`src/rtl/incdec_jump_pkg.sv`:
```
// constants, encodings and types shared by the inc/dec, skip, jump and or-immediate logic
`default_nettype none

package incdec_jump_pkg;

    // ****************************************
    // widths
    // ****************************************
    localparam int INSTR_W   = 12;
    localparam int DATA_W    = 8;
    localparam int PC_W      = 11;
    localparam int FADDR_W   = 5;
    localparam int JUMP_K_W  = 9;
    localparam int ORIMM_W   = 8;
    localparam int PAGE_W    = 2;

    // ****************************************
    // field positions in the instruction word and the status byte
    // ****************************************
    localparam int FADDR_LSB       = 0;
    localparam int DEST_BIT        = 5;
    localparam int FILEOP_LSB      = 6;
    localparam int JUMPOP_LSB      = 9;
    localparam int ORIMMOP_LSB     = 8;
    localparam int STATUS_PAGE_LSB = 5;

    // ****************************************
    // opcode patterns (upper bits of the word)
    // ****************************************
    localparam logic [5:0] OPC_DECREMENT_REGISTER      = 6'h03;
    localparam logic [5:0] OPC_DECREMENT_SKIP_ON_ZERO  = 6'h0B;
    localparam logic [5:0] OPC_INCREMENT_REGISTER      = 6'h0A;
    localparam logic [5:0] OPC_INCREMENT_SKIP_ON_ZERO  = 6'h0F;
    localparam logic [2:0] OPC_ABSOLUTE_JUMP           = 3'h5;
    localparam logic [3:0] OPC_OR_IMMEDIATE            = 4'hD;

    // ****************************************
    // reset values and arithmetic constants
    // ****************************************
    localparam logic [DATA_W-1:0] DATA_RESET = 8'h00;
    localparam logic [PC_W-1:0]   PC_RESET   = 11'h000;
    localparam logic [DATA_W-1:0] DATA_ONE   = 8'h01;
    localparam logic [DATA_W-1:0] DATA_ZERO  = 8'h00;

    // ****************************************
    // types
    // ****************************************
    typedef enum logic [2:0] {
        OP_NONE     = 3'b000,
        OP_DEC      = 3'b001,
        OP_DEC_SKIP = 3'b010,
        OP_INC      = 3'b011,
        OP_INC_SKIP = 3'b100,
        OP_JUMP     = 3'b101,
        OP_OR_IMM   = 3'b110
    } op_type;

    typedef enum logic {
        ST_EXEC  = 1'b0,
        ST_FLUSH = 1'b1
    } state_type;

endpackage

`default_nettype wire

```
`src/rtl/alu_if.sv`:
```
// carrier between the executing core and its arithmetic unit
`default_nettype none

interface alu_if;
    import incdec_jump_pkg::*;

    op_type              op;
    logic [DATA_W-1:0]   operand;
    logic [DATA_W-1:0]   accum;
    logic [ORIMM_W-1:0]  imm;
    logic [DATA_W-1:0]   result;
    logic                isZero;

    modport core (output op, output operand, output accum, output imm,
                  input result, input isZero);
    modport unit (input op, input operand, input accum, input imm,
                  output result, output isZero);
endinterface

`default_nettype wire

```
`src/rtl/incdec_or_unit.sv`:
```
// combinational increment, decrement and or-immediate unit with zero detect
`default_nettype none

module incdec_or_unit
    import incdec_jump_pkg::*;
(
    alu_if.unit au
);

    // ****************************************
    // result select
    // ****************************************
    // 8-bit add and subtract wrap modulo 256
    always_comb begin
        unique case (au.op)
            OP_DEC, OP_DEC_SKIP: au.result = au.operand - DATA_ONE;
            OP_INC, OP_INC_SKIP: au.result = au.operand + DATA_ONE;
            OP_OR_IMM:           au.result = au.accum | au.imm;
            default:             au.result = DATA_ZERO;
        endcase
    end

    // zero detect on the full 8-bit result
    assign au.isZero = (au.result == DATA_ZERO);

endmodule

`default_nettype wire

```
`src/rtl/incdec_skip_jump_exec.sv`:
```
// execution of decrement/increment (with skip), absolute jump and or-immediate
// Overview of operation
// - decrement register, destination bit, update zero
// - decrement-and-skip stores result, flags untouched
// - zero result discards prefetched instruction, two cycles
// - jump loads nine-bit immediate into pc
// - jump copies status bits 6:5 to pc
// - jump takes two cycles, flags untouched
// - increment register, destination bit, update zero
// - increment-and-skip stores result, flags untouched
// - zero result discards prefetched instruction, two cycles
// - or immediate into accumulator, update zero
`default_nettype none

module incdec_skip_jump_exec
    import incdec_jump_pkg::*;
(
    input  wire logic                sys_clk,
    input  wire logic                reset_n,
    input  wire logic                instrValid,
    input  wire logic [INSTR_W-1:0]  instrWord,
    input  wire logic [DATA_W-1:0]   fileRdData,
    input  wire logic [DATA_W-1:0]   accIn,
    input  wire logic [DATA_W-1:0]   statusIn,
    output var  logic                accWrEn_q,
    output var  logic [DATA_W-1:0]   accWrData_q,
    output var  logic                fileWrEn_q,
    output var  logic [FADDR_W-1:0]  fileWrAddr_q,
    output var  logic [DATA_W-1:0]   fileWrData_q,
    output var  logic                zeroWrEn_q,
    output var  logic                zeroValue_q,
    output var  logic                pcLoad_q,
    output var  logic [PC_W-1:0]     pcTarget_q,
    output var  logic                discardFetch_q
);

    // ****************************************
    // decode
    // ****************************************
    state_type state_q;
    op_type    op;
    logic      take;
    logic      destFile;
    logic      skipOp;
    logic      fileOp;
    logic      doSkip;
    alu_if     au ();

    // an instruction is taken only outside the discarded slot
    assign take     = instrValid && (state_q == ST_EXEC);
    assign destFile = instrWord[DEST_BIT];

    // opcode match
    always_comb begin
        op = OP_NONE;
        if (take) begin
            if (instrWord[INSTR_W-1:FILEOP_LSB] == OPC_DECREMENT_REGISTER) begin
                op = OP_DEC;
            end else if (instrWord[INSTR_W-1:FILEOP_LSB] == OPC_DECREMENT_SKIP_ON_ZERO) begin
                op = OP_DEC_SKIP;
            end else if (instrWord[INSTR_W-1:FILEOP_LSB] == OPC_INCREMENT_REGISTER) begin
                op = OP_INC;
            end else if (instrWord[INSTR_W-1:FILEOP_LSB] == OPC_INCREMENT_SKIP_ON_ZERO) begin
                op = OP_INC_SKIP;
            end else if (instrWord[INSTR_W-1:JUMPOP_LSB] == OPC_ABSOLUTE_JUMP) begin
                op = OP_JUMP;
            end else if (instrWord[INSTR_W-1:ORIMMOP_LSB] == OPC_OR_IMMEDIATE) begin
                op = OP_OR_IMM;
            end
        end
    end

    assign skipOp = (op == OP_DEC_SKIP) || (op == OP_INC_SKIP);
    assign fileOp = skipOp || (op == OP_DEC) || (op == OP_INC);
    assign doSkip = skipOp && au.isZero;

    // ****************************************
    // arithmetic unit
    // ****************************************
    assign au.op      = op;
    assign au.operand = fileRdData;
    assign au.accum   = accIn;
    assign au.imm     = instrWord[ORIMM_W-1:0];

    incdec_or_unit alu_u (
        .au (au)
    );

    // ****************************************
    // discard slot state machine
    // ****************************************
    // a taken branch or skip turns the next fetched instruction into a no-op
    always_ff @(posedge sys_clk or negedge reset_n) begin
        if (!reset_n) begin
            state_q <= ST_EXEC;
        end else begin
            unique case (state_q)
                ST_EXEC:  state_q <= (doSkip || op == OP_JUMP) ? ST_FLUSH : ST_EXEC;
                ST_FLUSH: state_q <= ST_EXEC;
            endcase
        end
    end

    // discard marker shown during the no-op slot
    always_ff @(posedge sys_clk or negedge reset_n) begin
        if (!reset_n) begin
            discardFetch_q <= 1'b0;
        end else begin
            discardFetch_q <= doSkip || (op == OP_JUMP);
        end
    end

    // ****************************************
    // result write-back
    // ****************************************
    // destination bit chooses file register or accumulator
    always_ff @(posedge sys_clk or negedge reset_n) begin
        if (!reset_n) begin
            fileWrEn_q   <= 1'b0;
            fileWrAddr_q <= '0;
            fileWrData_q <= DATA_RESET;
        end else begin
            fileWrEn_q   <= fileOp && destFile;
            fileWrAddr_q <= instrWord[FADDR_LSB +: FADDR_W];
            fileWrData_q <= au.result;
        end
    end

    // accumulator gets file results with destination 0 and or-immediate
    always_ff @(posedge sys_clk or negedge reset_n) begin
        if (!reset_n) begin
            accWrEn_q   <= 1'b0;
            accWrData_q <= DATA_RESET;
        end else begin
            accWrEn_q   <= (fileOp && !destFile) || (op == OP_OR_IMM);
            accWrData_q <= au.result;
        end
    end

    // ****************************************
    // zero flag
    // ****************************************
    // skip forms and the jump leave the flags alone
    always_ff @(posedge sys_clk or negedge reset_n) begin
        if (!reset_n) begin
            zeroWrEn_q  <= 1'b0;
            zeroValue_q <= 1'b0;
        end else begin
            zeroWrEn_q  <= (op == OP_DEC) || (op == OP_INC) || (op == OP_OR_IMM);
            zeroValue_q <= au.isZero;
        end
    end

    // ****************************************
    // program counter load
    // ****************************************
    // page bits from status above the nine-bit target
    always_ff @(posedge sys_clk or negedge reset_n) begin
        if (!reset_n) begin
            pcLoad_q   <= 1'b0;
            pcTarget_q <= PC_RESET;
        end else begin
            pcLoad_q   <= (op == OP_JUMP);
            pcTarget_q <= {statusIn[STATUS_PAGE_LSB +: PAGE_W],
                           instrWord[JUMP_K_W-1:0]};
        end
    end
endmodule

`default_nettype wire

```
`config.mk`:
```
export PLATFORM = sky130hd
export DESIGN_NAME = incdec_skip_jump_exec
export DESIGN_NICKNAME = d
export VERILOG_FILES = /design/src/rtl/incdec_jump_pkg.sv /design/src/rtl/alu_if.sv /design/src/rtl/incdec_or_unit.sv /design/src/rtl/incdec_skip_jump_exec.sv
export SDC_FILE = /design/constraint.sdc
export NUM_CORES = 1
export LEC_CHECK = 0
export ABC_CLOCK_PERIOD_IN_PS = 2900
export BUFFER_PORTS_ARGS = -buffer_cell sky130_fd_sc_hd__buf_2
export CAP_MARGIN = 20
export CORE_AREA = 2 2 82 45
export CTS_CLUSTER_DIAMETER = 100
export DETAILED_ROUTE_END_ITERATION = 7
export DIE_AREA = 0 0 84 47
export GPL_TIMING_DRIVEN = 0
export PLACE_DENSITY = 0.81
export SLEW_MARGIN = 20
export SYNTH_ARGS = -nofsm -noshare
export SYNTH_HDL_FRONTEND = slang
export SYNTH_SLANG_ARGS = --single-unit
```
`constraint.sdc`:
```
create_clock -name sys_clk -period 2.9 [get_ports sys_clk]
set_input_delay 0.435 -clock sys_clk [delete_from_list [all_inputs] [get_ports sys_clk]]
set_output_delay 0.435 -clock sys_clk [all_outputs]
set_load 0.1 [all_outputs]
```
; Yosys cells after proc, flatten, opt, wreduce, memory -nomap -nowiden
; Index checks and enable logic that the tools add are counted.
; Widths: inputs -> output; s select.
[word_totals]
ff_bits = 31
inputBits = 39
output_inout_bits = 38
wordCells = 51
[classes]
addsub = 2
eq_ne = 12
mux = 10
bitwise = 2
reduce_logical = 15
[op_table]
columns = op, n
row1 = $pmux 8 s3, 1
row2 = $mux 3, 7
row3 = $eq 6x4->1 const B, 3
row4 = $eq 3x3->1 const B, 4
row5 = $add 8x1->8 const B, 1
row6 = $logic_not 8->1, 1
row7 = $or 8x8->8, 1
row8 = $sub 8x1->8 const B, 1
row9 = $logic_or 1x1->1, 7
row10 = $eq 3x2->1 const B, 2
row11 = $eq 6x2->1 const B, 1
row12 = $eq 4x4->1 const B, 1
row13 = $logic_and 1x1->1, 4
row14 = $reduce_or 2->1, 2
row15 = $eq 3x1->1 const B, 1
row16 = $pmux 1 s2, 1
row17 = $logic_not 1->1, 1
row18 = $mux 1, 1
row19 = $not 1->1, 1

; Logic depth before layout (Yosys ltp)
; Gate-level depths: netlist of the first run.
[logic_depth]
ltp_word = 16
mapped_depth = 12
mapped_depth_nobuf = 12

; Modules after synthesis
; A second synthesis of the first run with hierarchy kept.
[unflattened]
hier_cells = 195
hier_area_um2 = 1851.8
[modules_own_cells]
columns = module, instances, cells_per_inst, area_per_inst_um2, seq_area_each_um2
row1 = incdec_skip_jump_exec, 1, 74, 999.7, 650.6
row2 = incdec_or_unit, 1, 121, 852.1, 0.0

; Worst setup path before layout of the first run
; No wires, ideal clock.
[synth_path]
kind = input-to-reg
start = input port instrWord[10]
end = register discardFetch_q
setup_ps = 95
arrival_time_ps = 2549
required_ps = 2805
setup_slack_ps = 255
stages = 11
n_path_buf = 0
path_cell_list = nor2_1 -> nand2_1 -> nor2_1 -> nand3_1 -> ha_1 -> a21o_1 -> a21oi_2 -> nand2_1 -> a311o_1 -> mux2i_2 -> o31ai_1
[synth_between]
elab_chain_len = 14
elab_cells_between_ends = 26
cone_classes = eq/ne (12) / mux (8) / reduce/logical (6)
[synth_lines]
columns = element, line_no
row1 = start: declaration, incdec_skip_jump_exec.sv:21  ; input wire logic [INSTR_W-1:0] instrWord,
row2 = $eq 4x4->1, incdec_skip_jump_exec.sv:67  ; end else if (instrWord[INSTR_W-1:ORIMMOP_LSB] == OPC_OR_IMMEDIATE) begin
row3 = $mux 3, incdec_skip_jump_exec.sv:67
row4 = $mux 3, incdec_skip_jump_exec.sv:65  ; end else if (instrWord[INSTR_W-1:JUMPOP_LSB] == OPC_ABSOLUTE_JUMP) begin
row5 = $mux 3, incdec_skip_jump_exec.sv:63  ; end else if (instrWord[INSTR_W-1:FILEOP_LSB] == OPC_INCREMENT_SKIP_ON_ZERO) begin
row6 = $mux 3, incdec_skip_jump_exec.sv:61  ; end else if (instrWord[INSTR_W-1:FILEOP_LSB] == OPC_INCREMENT_REGISTER) begin
row7 = $mux 3, incdec_skip_jump_exec.sv:59  ; end else if (instrWord[INSTR_W-1:FILEOP_LSB] == OPC_DECREMENT_SKIP_ON_ZERO) begin
row8 = $mux 3 *, incdec_skip_jump_exec.sv:57  ; if (instrWord[INSTR_W-1:FILEOP_LSB] == OPC_DECREMENT_REGISTER) begin
row9 = $mux 3 *, incdec_skip_jump_exec.sv:56  ; if (take) begin
row10 = $eq 3x3->1 (tied with other cells), "incdec_or_unit.sv:15, incdec_skip_jump_exec.sv:73"
row11 = $reduce_or 2->1, incdec_or_unit.sv:15  ; unique case (au.op)
row12 = $pmux 8 s3, incdec_or_unit.sv:15
row13 = $logic_not 8->1, incdec_or_unit.sv:24  ; assign au.isZero = (au.result == DATA_ZERO);
row14 = $logic_and 1x1->1, incdec_skip_jump_exec.sv:75  ; assign doSkip = skipOp && au.isZero;
row15 = $logic_or 1x1->1 *, incdec_skip_jump_exec.sv:109  ; discardFetch_q <= doSkip || (op == OP_JUMP);
row16 = end signal: assignment, incdec_skip_jump_exec.sv:109
row17 = end: declaration, incdec_skip_jump_exec.sv:34  ; output var logic discardFetch_q
; Every way passes the cells marked *; elsewhere a longest branch is shown, timed or not.

; Worst setup path after layout of the first run
[layout_path]
start = register state_q
end = register state_q
[layout_between]
elab_chain_len = 11
elab_cells_between_ends = 18
cone_classes = eq/ne (6) / mux (4) / bitwise (1) / reduce/logical (7)
[layout_lines]
columns = element, line_no
row1 = start: declaration, incdec_skip_jump_exec.sv:40  ; state_type state_q;
row2 = start signal: assignment, incdec_skip_jump_exec.sv:98  ; ST_EXEC: state_q <= (doSkip || op == OP_JUMP) ? ST_FLUSH : ST_EXEC;
row3 = $not 1->1, "incdec_skip_jump_exec.sv:50, incdec_skip_jump_exec.sv:97"
row4 = $logic_and 1x1->1, incdec_skip_jump_exec.sv:50  ; assign take = instrValid && (state_q == ST_EXEC);
row5 = $mux 3, incdec_skip_jump_exec.sv:56
row6 = $eq 3x3->1 (tied with other cells), "incdec_or_unit.sv:15, incdec_skip_jump_exec.sv:73"
row7 = $reduce_or 2->1, incdec_or_unit.sv:15
row8 = $pmux 8 s3, incdec_or_unit.sv:15
row9 = $logic_not 8->1, incdec_or_unit.sv:24
row10 = $logic_and 1x1->1, incdec_skip_jump_exec.sv:75
row11 = $logic_or 1x1->1, incdec_skip_jump_exec.sv:98
row12 = $mux 1, incdec_skip_jump_exec.sv:98
row13 = $pmux 1 s2 *, incdec_skip_jump_exec.sv:97  ; unique case (state_q)
; Marks and branches as above.

==> results.json, run 1 <==
{
  "status": "finished, final reports clean",
  "grt_pass1_wl_mm": 4.90,
  "tritoncts": "done",
  "crit_required_ns": 3.08,
  "ys_ff_latch": 26,
  "port_buffers": 69,
  "crit_path_top_delay_cell": "dfrtp_1",
  "slew_viol_final": 0,
  "wl_per_cell_microns": 12.6,
  "placed_cells": 244,
  "p_leak_nw": 1.00,
  "power.total_mw": 0.971,
  "r2r_slack_ns": 0.27,
  "grt_antenna_before_repair": 0,
  "cap_violations": 0,
  "worst_ir_drop_vdd_v": 0.000340,
  "drtIter0Drc": 75,
  "max_freq_ghz": 0.381,
  "ioPinCount": 77,
  "critPathArrivalTime_ns": 2.80,
  "relSlewSlack_pct": 63.4,
  "crit_chain": "nand2b_1, nor2_4, nand3_4, ha_1, a21o_1, a21oi_1, xor2_1, and3_1, a31oi_1, o31ai_1",
  "drive_gt1_share_pct": 45.9,
  "ctsHoldBuffers": 0,
  "crit_path_start_kind": "register",
  "die_h_microns": 47,
  "syn_inst": 133,
  "period_share_pct": 90.5,
  "hold_violations": 0,
  "cts_setup_buffers": 0,
  "cts_buffers": 3,
  "fill_cells": 273,
  "grt_pass1_vias": 1085,
  "cpPeakStageDelay_ns": 0.38,
  "rr_startpoint": "state_q",
  "ys_types": 33,
  "gp_congestion": 0.836,
  "yosysSeqAreaShare_pct": 48.7,
  "place_hpwl_mm": 2.47,
  "fin_crit_ns": 2.63,
  "row_count": 15,
  "n_antenna_cell": 0,
  "vias_per_cell": 4.84,
  "startpoint": "state_q",
  "rsz0062_at_grt": "false",
  "core_sq_um": 3250,
  "syn2layout_area_growth_pct": 39.6,
  "synth_area_leaders": "dfrtp_1 (49%), buf_4 (7.3%), ha_1 (5.6%)",
  "syn_area_sq_um": 1340,
  "clkTransAtPathRegs_ns": 0.09,
  "crit_fanout": 8,
  "ys_warn_count": 0,
  "finalSetupViolations": 0,
  "ant_nets": 0,
  "drc": 0,
  "hold_class": "in2async",
  "regMostFlops": "pcTarget_q",
  "synth_area_per_cell_sq_um": 10.0,
  "grt_overflow": 0,
  "reg_top3": "pcTarget_q: 11 flops, accWrData_q: 8 flops",
  "largest_register_ffs": 11,
  "die_x_microns": 84,
  "h-tree-depth": 1,
  "drt_wl_total_mm": 3.11,
  "dieArea_sq_um": 3950,
  "cts_sinks": 26,
  "track_usage_pct": 16.3,
  "crit_type": "reg2reg",
  "final_cells": 247,
  "ctsLongestPathBuffers": 2,
  "pwr_density_cell_nw_per_um2": 521,
  "final.setup_skew_ns": 0.00173,
  "yosys.area.top_type": "dfrtp_1",
  "initial_core_util_pct": 41.1,
  "yosysTopAreaCellShare_pct": 48.7,
  "grt_max_degree": 27,
  "dr.pass1.iters": 4,
  "num_vias": 1195,
  "finalNetCount": 252,
  "clockRootBuffer": "clkbuf_8",
  "insertion_delay_ns": 0.27,
  "syn-num-nets": 179,
  "worst_slew_pin_slew_ns": 0.549,
  "end_kind": "register"
}
-- timing repair --
item,in CTS,in global routing
endpoints found under the setup margin,4,5
hold endpoints to repair,0,0
pin swaps,0,2
gates resized for setup,1,9
-- report_power, final --
part           leakage [nW]  internal, mW  switching [mW]  total (mW)
logic                 0.637        0.0727           0.222       0.295
registers             0.331         0.375         0.00452       0.380
clock network        0.0357         0.185           0.112       0.296
total                  1.00         0.633           0.338       0.971
-- placed cells by master (no fill, tap or decap), types with 2 or more instances in the layout --
master	instances
a21o_1	2
a21oi_1	4
nand2_1	8
xor2_1	2
buf_4	13
xnor2_1	4
ha_4	3
ha_1	3
dfrtp_1	26
clkbuf_1	2
buf_2	69
o31ai_1	2
o21ai_0	2
nor3_1	2
nand2b_1	3
o22ai_1	8
a31oi_1	2
nand3_1	2
inv_1	6
clkbuf_8	3
and3_1	4
nor2_1	17
nor4_1	2
-- through the flow --
| step | setup TNS, ns | hold slack, ns | setup WS [ns] | util [%] | instance area, sq um |
|---|---|---|---|---|---|
| 2_1_floorplan | 0 | 0.139 | 0.255 | - | 1340 |
| 3_3_place_gp | -0.815 | 0.454 | -0.225 | 53.4 | 1730 |
| 3_5_place_dp | -0.949 | 0.456 | -0.269 | 53.4 | 1730 |
| 4_1_cts | 0 | 0.158 | 0.0338 | 55.7 | 1810 |
| 5_1_grt | 0 | 0.172 | 0.0256 | 57.4 | 1860 |
| 6_report | 0 | 0.143 | 0.275 | 57.4 | 1860 |
-- logic make-up (layout without fill, tap and decap cells) --
| kind of cell | count (synthesis) | count (layout) | synth area share [%] |
|---|---|---|---|
| simple gates | 44 | 44 | 15.6 |
| fa+ha+maj | 8 | 8 | 7.87 |
| compound gates | 26 | 26 | 13.0 |
| flops | 26 | 26 | 48.7 |
| xor+xnor | 6 | 6 | 3.94 |
| mux | 1 | 1 | 1.03 |
| buf+inv | 22 | 94 | 9.84 |
-- worst paths after layout --
path,to,cells past startpoint
setup reg to reg,state_q,10
hold reg to reg,zeroWrEn_q,2
max in group asynchronous,pcTarget_q[5],1
hold / removal,pcLoad_q,1
setup / recovery,state_q,10
min in group sys_clk,pcTarget_q[10],1
-- area by class of cell --
class / instances / area [sq um] / area share (%)
sequential: 26 / 651 / 34.9
buffer: 15 / 105 / 5.64
inverter: 6 / 22.5 / 1.21
multi-input combinational: 85 / 617 / 33.1
tap: 42 / 52.6 / 2.82
clock inverter: 1 / 30.0 / 1.61
timing repair buffer: 69 / 345 / 18.5
clock buffer: 3 / 41.3 / 2.21
-- per-layer routing --
layer	vias to the layer above	track usage, %	part of all wire, %
met5	-	0	0
met1	545	22.1	49
met4	0	5.81	0.93
met2	49	26.7	43
li1	599	-	-
met3	2	3.87	6.8
-- worst max-delay path: cells and delay by family (launching register included) --
kind	cells	cell delay [ns]
flip-flops	1	0.38
XOR/XNOR	1	0.26
adder cells (fa/ha/maj)	1	0.34
AO/OA/AOI/OAI	4	0.73
AND/OR/NAND/NOR	4	0.82
-- synthesized netlist by cell type --
cell and count:
a31oi_1 2, nand2_1 8, o211ai_1 1, a311o_1 1, nor2_1 18, or3_1 1, a311oi_1 1, nor3_1 2
nor4_1 2, nand2b_1 3, o31ai_1 2, dfrtp_1 26, buf_4 13, nand3_1 3, fa_1 1, maj3_1 1
and4_1 1, a21oi_2 1, and3_1 4, a41oi_1 1, or4_1 1, mux2i_2 1, clkbuf_1 3, o21bai_1 1
ha_1 6, inv_1 6, nand4_1 1, o21ai_0 2, a21o_1 2, xor2_1 2, o22ai_1 8, a21oi_1 4
xnor2_1 4
Power figures use the tool's default switching activity.
==> run 2, diff against run 1 <==
--- a/config.mk
+++ b/config.mk
@@ -8,10 +8,12 @@
 export ABC_CLOCK_PERIOD_IN_PS = 2900
 export BUFFER_PORTS_ARGS = -buffer_cell sky130_fd_sc_hd__buf_2
 export CAP_MARGIN = 20
-export CORE_AREA = 2 2 82 45
+export CELL_PAD_IN_SITES_DETAIL_PLACEMENT = 1
+export CELL_PAD_IN_SITES_GLOBAL_PLACEMENT = 1
+export CORE_AREA = 2 2 96 52
 export CTS_CLUSTER_DIAMETER = 100
 export DETAILED_ROUTE_END_ITERATION = 7
-export DIE_AREA = 0 0 84 47
+export DIE_AREA = 0 0 98 54
 export GPL_TIMING_DRIVEN = 0
 export PLACE_DENSITY = 0.81
 export SLEW_MARGIN = 20
==> results.json, run 2 (synthesized netlist as in run 1, its figures left out) <==
{
  "drive_gt1_share_pct": 46.1,
  "ctsHoldBuffers": 0,
  "place_hpwl_mm": 3.18,
  "track_usage_pct": 14.6,
  "grt_max_degree": 27,
  "tritoncts": "done",
  "r2r_cells": 10,
  "gp_congestion": 0.738,
  "hold_violations": 0,
  "clkTransAtPathRegs_ns": 0.10,
  "grt_pass1_wl_mm": 6.12,
  "rsz0062_at_grt": "false",
  "crit_chain": "nand2b_1, nor2_4, nand3_4, ha_1, nor2_1, nor2_1, o22ai_1, a311o_1, mux2i_2, o21bai_1",
  "row_count": 18,
  "crit_top_cell": "nor2_1",
  "r2r_slack_ns": 0.22,
  "crit_type": "reg2reg",
  "dr.pass1.iters": 4,
  "drc": 0,
  "slew_viol_final": 0,
  "max_freq_ghz": 0.373,
  "cp_num_buf_inv": 0,
  "largest_register_ffs": 11,
  "fin_crit_ns": 2.68,
  "finalSetupViolations": 0,
  "core_sq_um": 4570,
  "vias_per_cell": 4.64,
  "met2_wirelength_mm": 1.80,
  "p_leak_nw": 1.01,
  "cts_buffers": 3,
  "grt_pass1_vias": 1214,
  "insertion_delay_ns": 0.27,
  "n_antenna_cell": 0,
  "final.setup_skew_ns": 0.00696,
  "crit_fanout": 8,
  "grt_overflow": 0,
  "clockRootBuffer": "clkbuf_8",
  "fill_cells": 551,
  "syn2layout_area_growth_pct": 41.9,
  "drt_wl_total_mm": 4.01,
  "placed_cells": 262,
  "fin_setup_tns_ns": 0,
  "status": "finished, final reports clean",
  "pwr_density_cell_nw_per_um2": 521,
  "final_cells": 266,
  "crit_required_ns": 3.09,
  "reg_top3": "pcTarget_q: 11 flops, accWrData_q: 8 flops",
  "h-tree-depth": 1,
  "relSlewSlack_pct": 61.9,
  "power.total_mw": 0.987,
  "die_x_microns": 98,
  "ioPinCount": 77,
  "die_h_microns": 54,
  "met1Wirelength_mm": 1.95,
  "ctsLongestPathBuffers": 2,
  "worst_slew_pin_slew_ns": 0.571,
  "grt_antenna_before_repair": 0,
  "dieArea_sq_um": 5290,
  "ant_nets": 0,
  "final_cell_mix": "buf_2 (69), dfrtp_1 (26), nor2_1 (17)",
  "drtIter0Drc": 29,
  "end_kind": "register",
  "cpPeakStageDelay_ns": 0.47,
  "final_common_cell": "buf_2",
  "dr_wl_met3_microns": 252,
  "worst_ir_drop_vdd_v": 0.000179,
  "period_share_pct": 92.4,
  "crit_cells": 10,
  "critPathArrivalTime_ns": 2.87,
  "cap_violations": 0,
  "top_layer_used": "met4",
  "cts_sinks": 26,
  "wl_per_cell_microns": 15.1,
  "crit_path_top_delay_cell": "ha_1",
  "initial_core_util_pct": 29.2,
  "crit_family": "simple AND/OR/NAND/NOR gates",
  "finalNetCount": 253,
  "regMostFlops": "pcTarget_q",
  "crit_path_start_kind": "register",
  "num_vias": 1233,
  "port_buffers": 69,
  "hold_class": "in2async"
}
run 2: cell types whose count changed in the layout (fill, tap and decap cells not counted), sizes merged:
cell  before  now
buf       82   83
run 2: worst reg2reg max path, delay by kind of cell, from the launching register on:
kind            cells  cell delay [ns]
fa+ha+maj           1             0.48
mux                 1             0.27
flops               1             0.38
compound gates      3             0.61
simple gates        5             0.86
run 2: final timing paths:
path / from / endpoint
worst max-delay path: state_q / accWrData_q[7]
max in group asynchronous: reset_n / pcTarget_q[1]
min in group sys_clk: statusIn[6] / pcTarget_q[10]
worst min register to register: state_q / zeroWrEn_q
worst max register to register: state_q / accWrData_q[7]
worst min-delay path: reset_n / pcTarget_q[6]
run 2: power breakdown:
| group | internal (mW) | switching, mW | leakage [nW] |
|---|---|---|---|
| clock | 0.185 | 0.120 | 0.0357 |
| combinational | 0.0749 | 0.227 | 0.641 |
| sequential | 0.375 | 0.00543 | 0.331 |
| total | 0.635 | 0.352 | 1.01 |
run 2: cell type report:
cell class,count,area [sq um],area share (%)
well taps,60,75.1,3.96
repair buffers,70,353,18.6
clock buffers,3,41.3,2.18
inverters,6,22.5,1.19
plain buffers,15,105,5.55
clock inverters,1,30.0,1.59
multi-input cells,85,617,32.6
flip-flops and latches,26,651,34.3
run 2: layer usage:
metal,vias up,GRT usage [%]
met2,50,24.4
met4,0,1.39
met3,2,3.77
met1,579,20.2
met5,-,0
li1,602,-
run 2: per-stage QoR:
step           hold WS [ns]  util [%]  area, sq um  setup WS (ns)
4_1_cts               0.172      40.1         1830         0.0586
2_1_floorplan         0.139         -         1340          0.255
3_5_place_dp          0.472      38.4         1760         -0.318
3_3_place_gp          0.459      38.4         1760         -0.285
6_report              0.141      41.4         1890          0.220
5_1_grt               0.184      41.4         1890         0.0440
run 2: what timing repair did:
item	in CTS	in global routing
buffers inserted	0	1
endpoints found under the setup margin	4	4
resized for setup	2	8
pin swaps	0	2
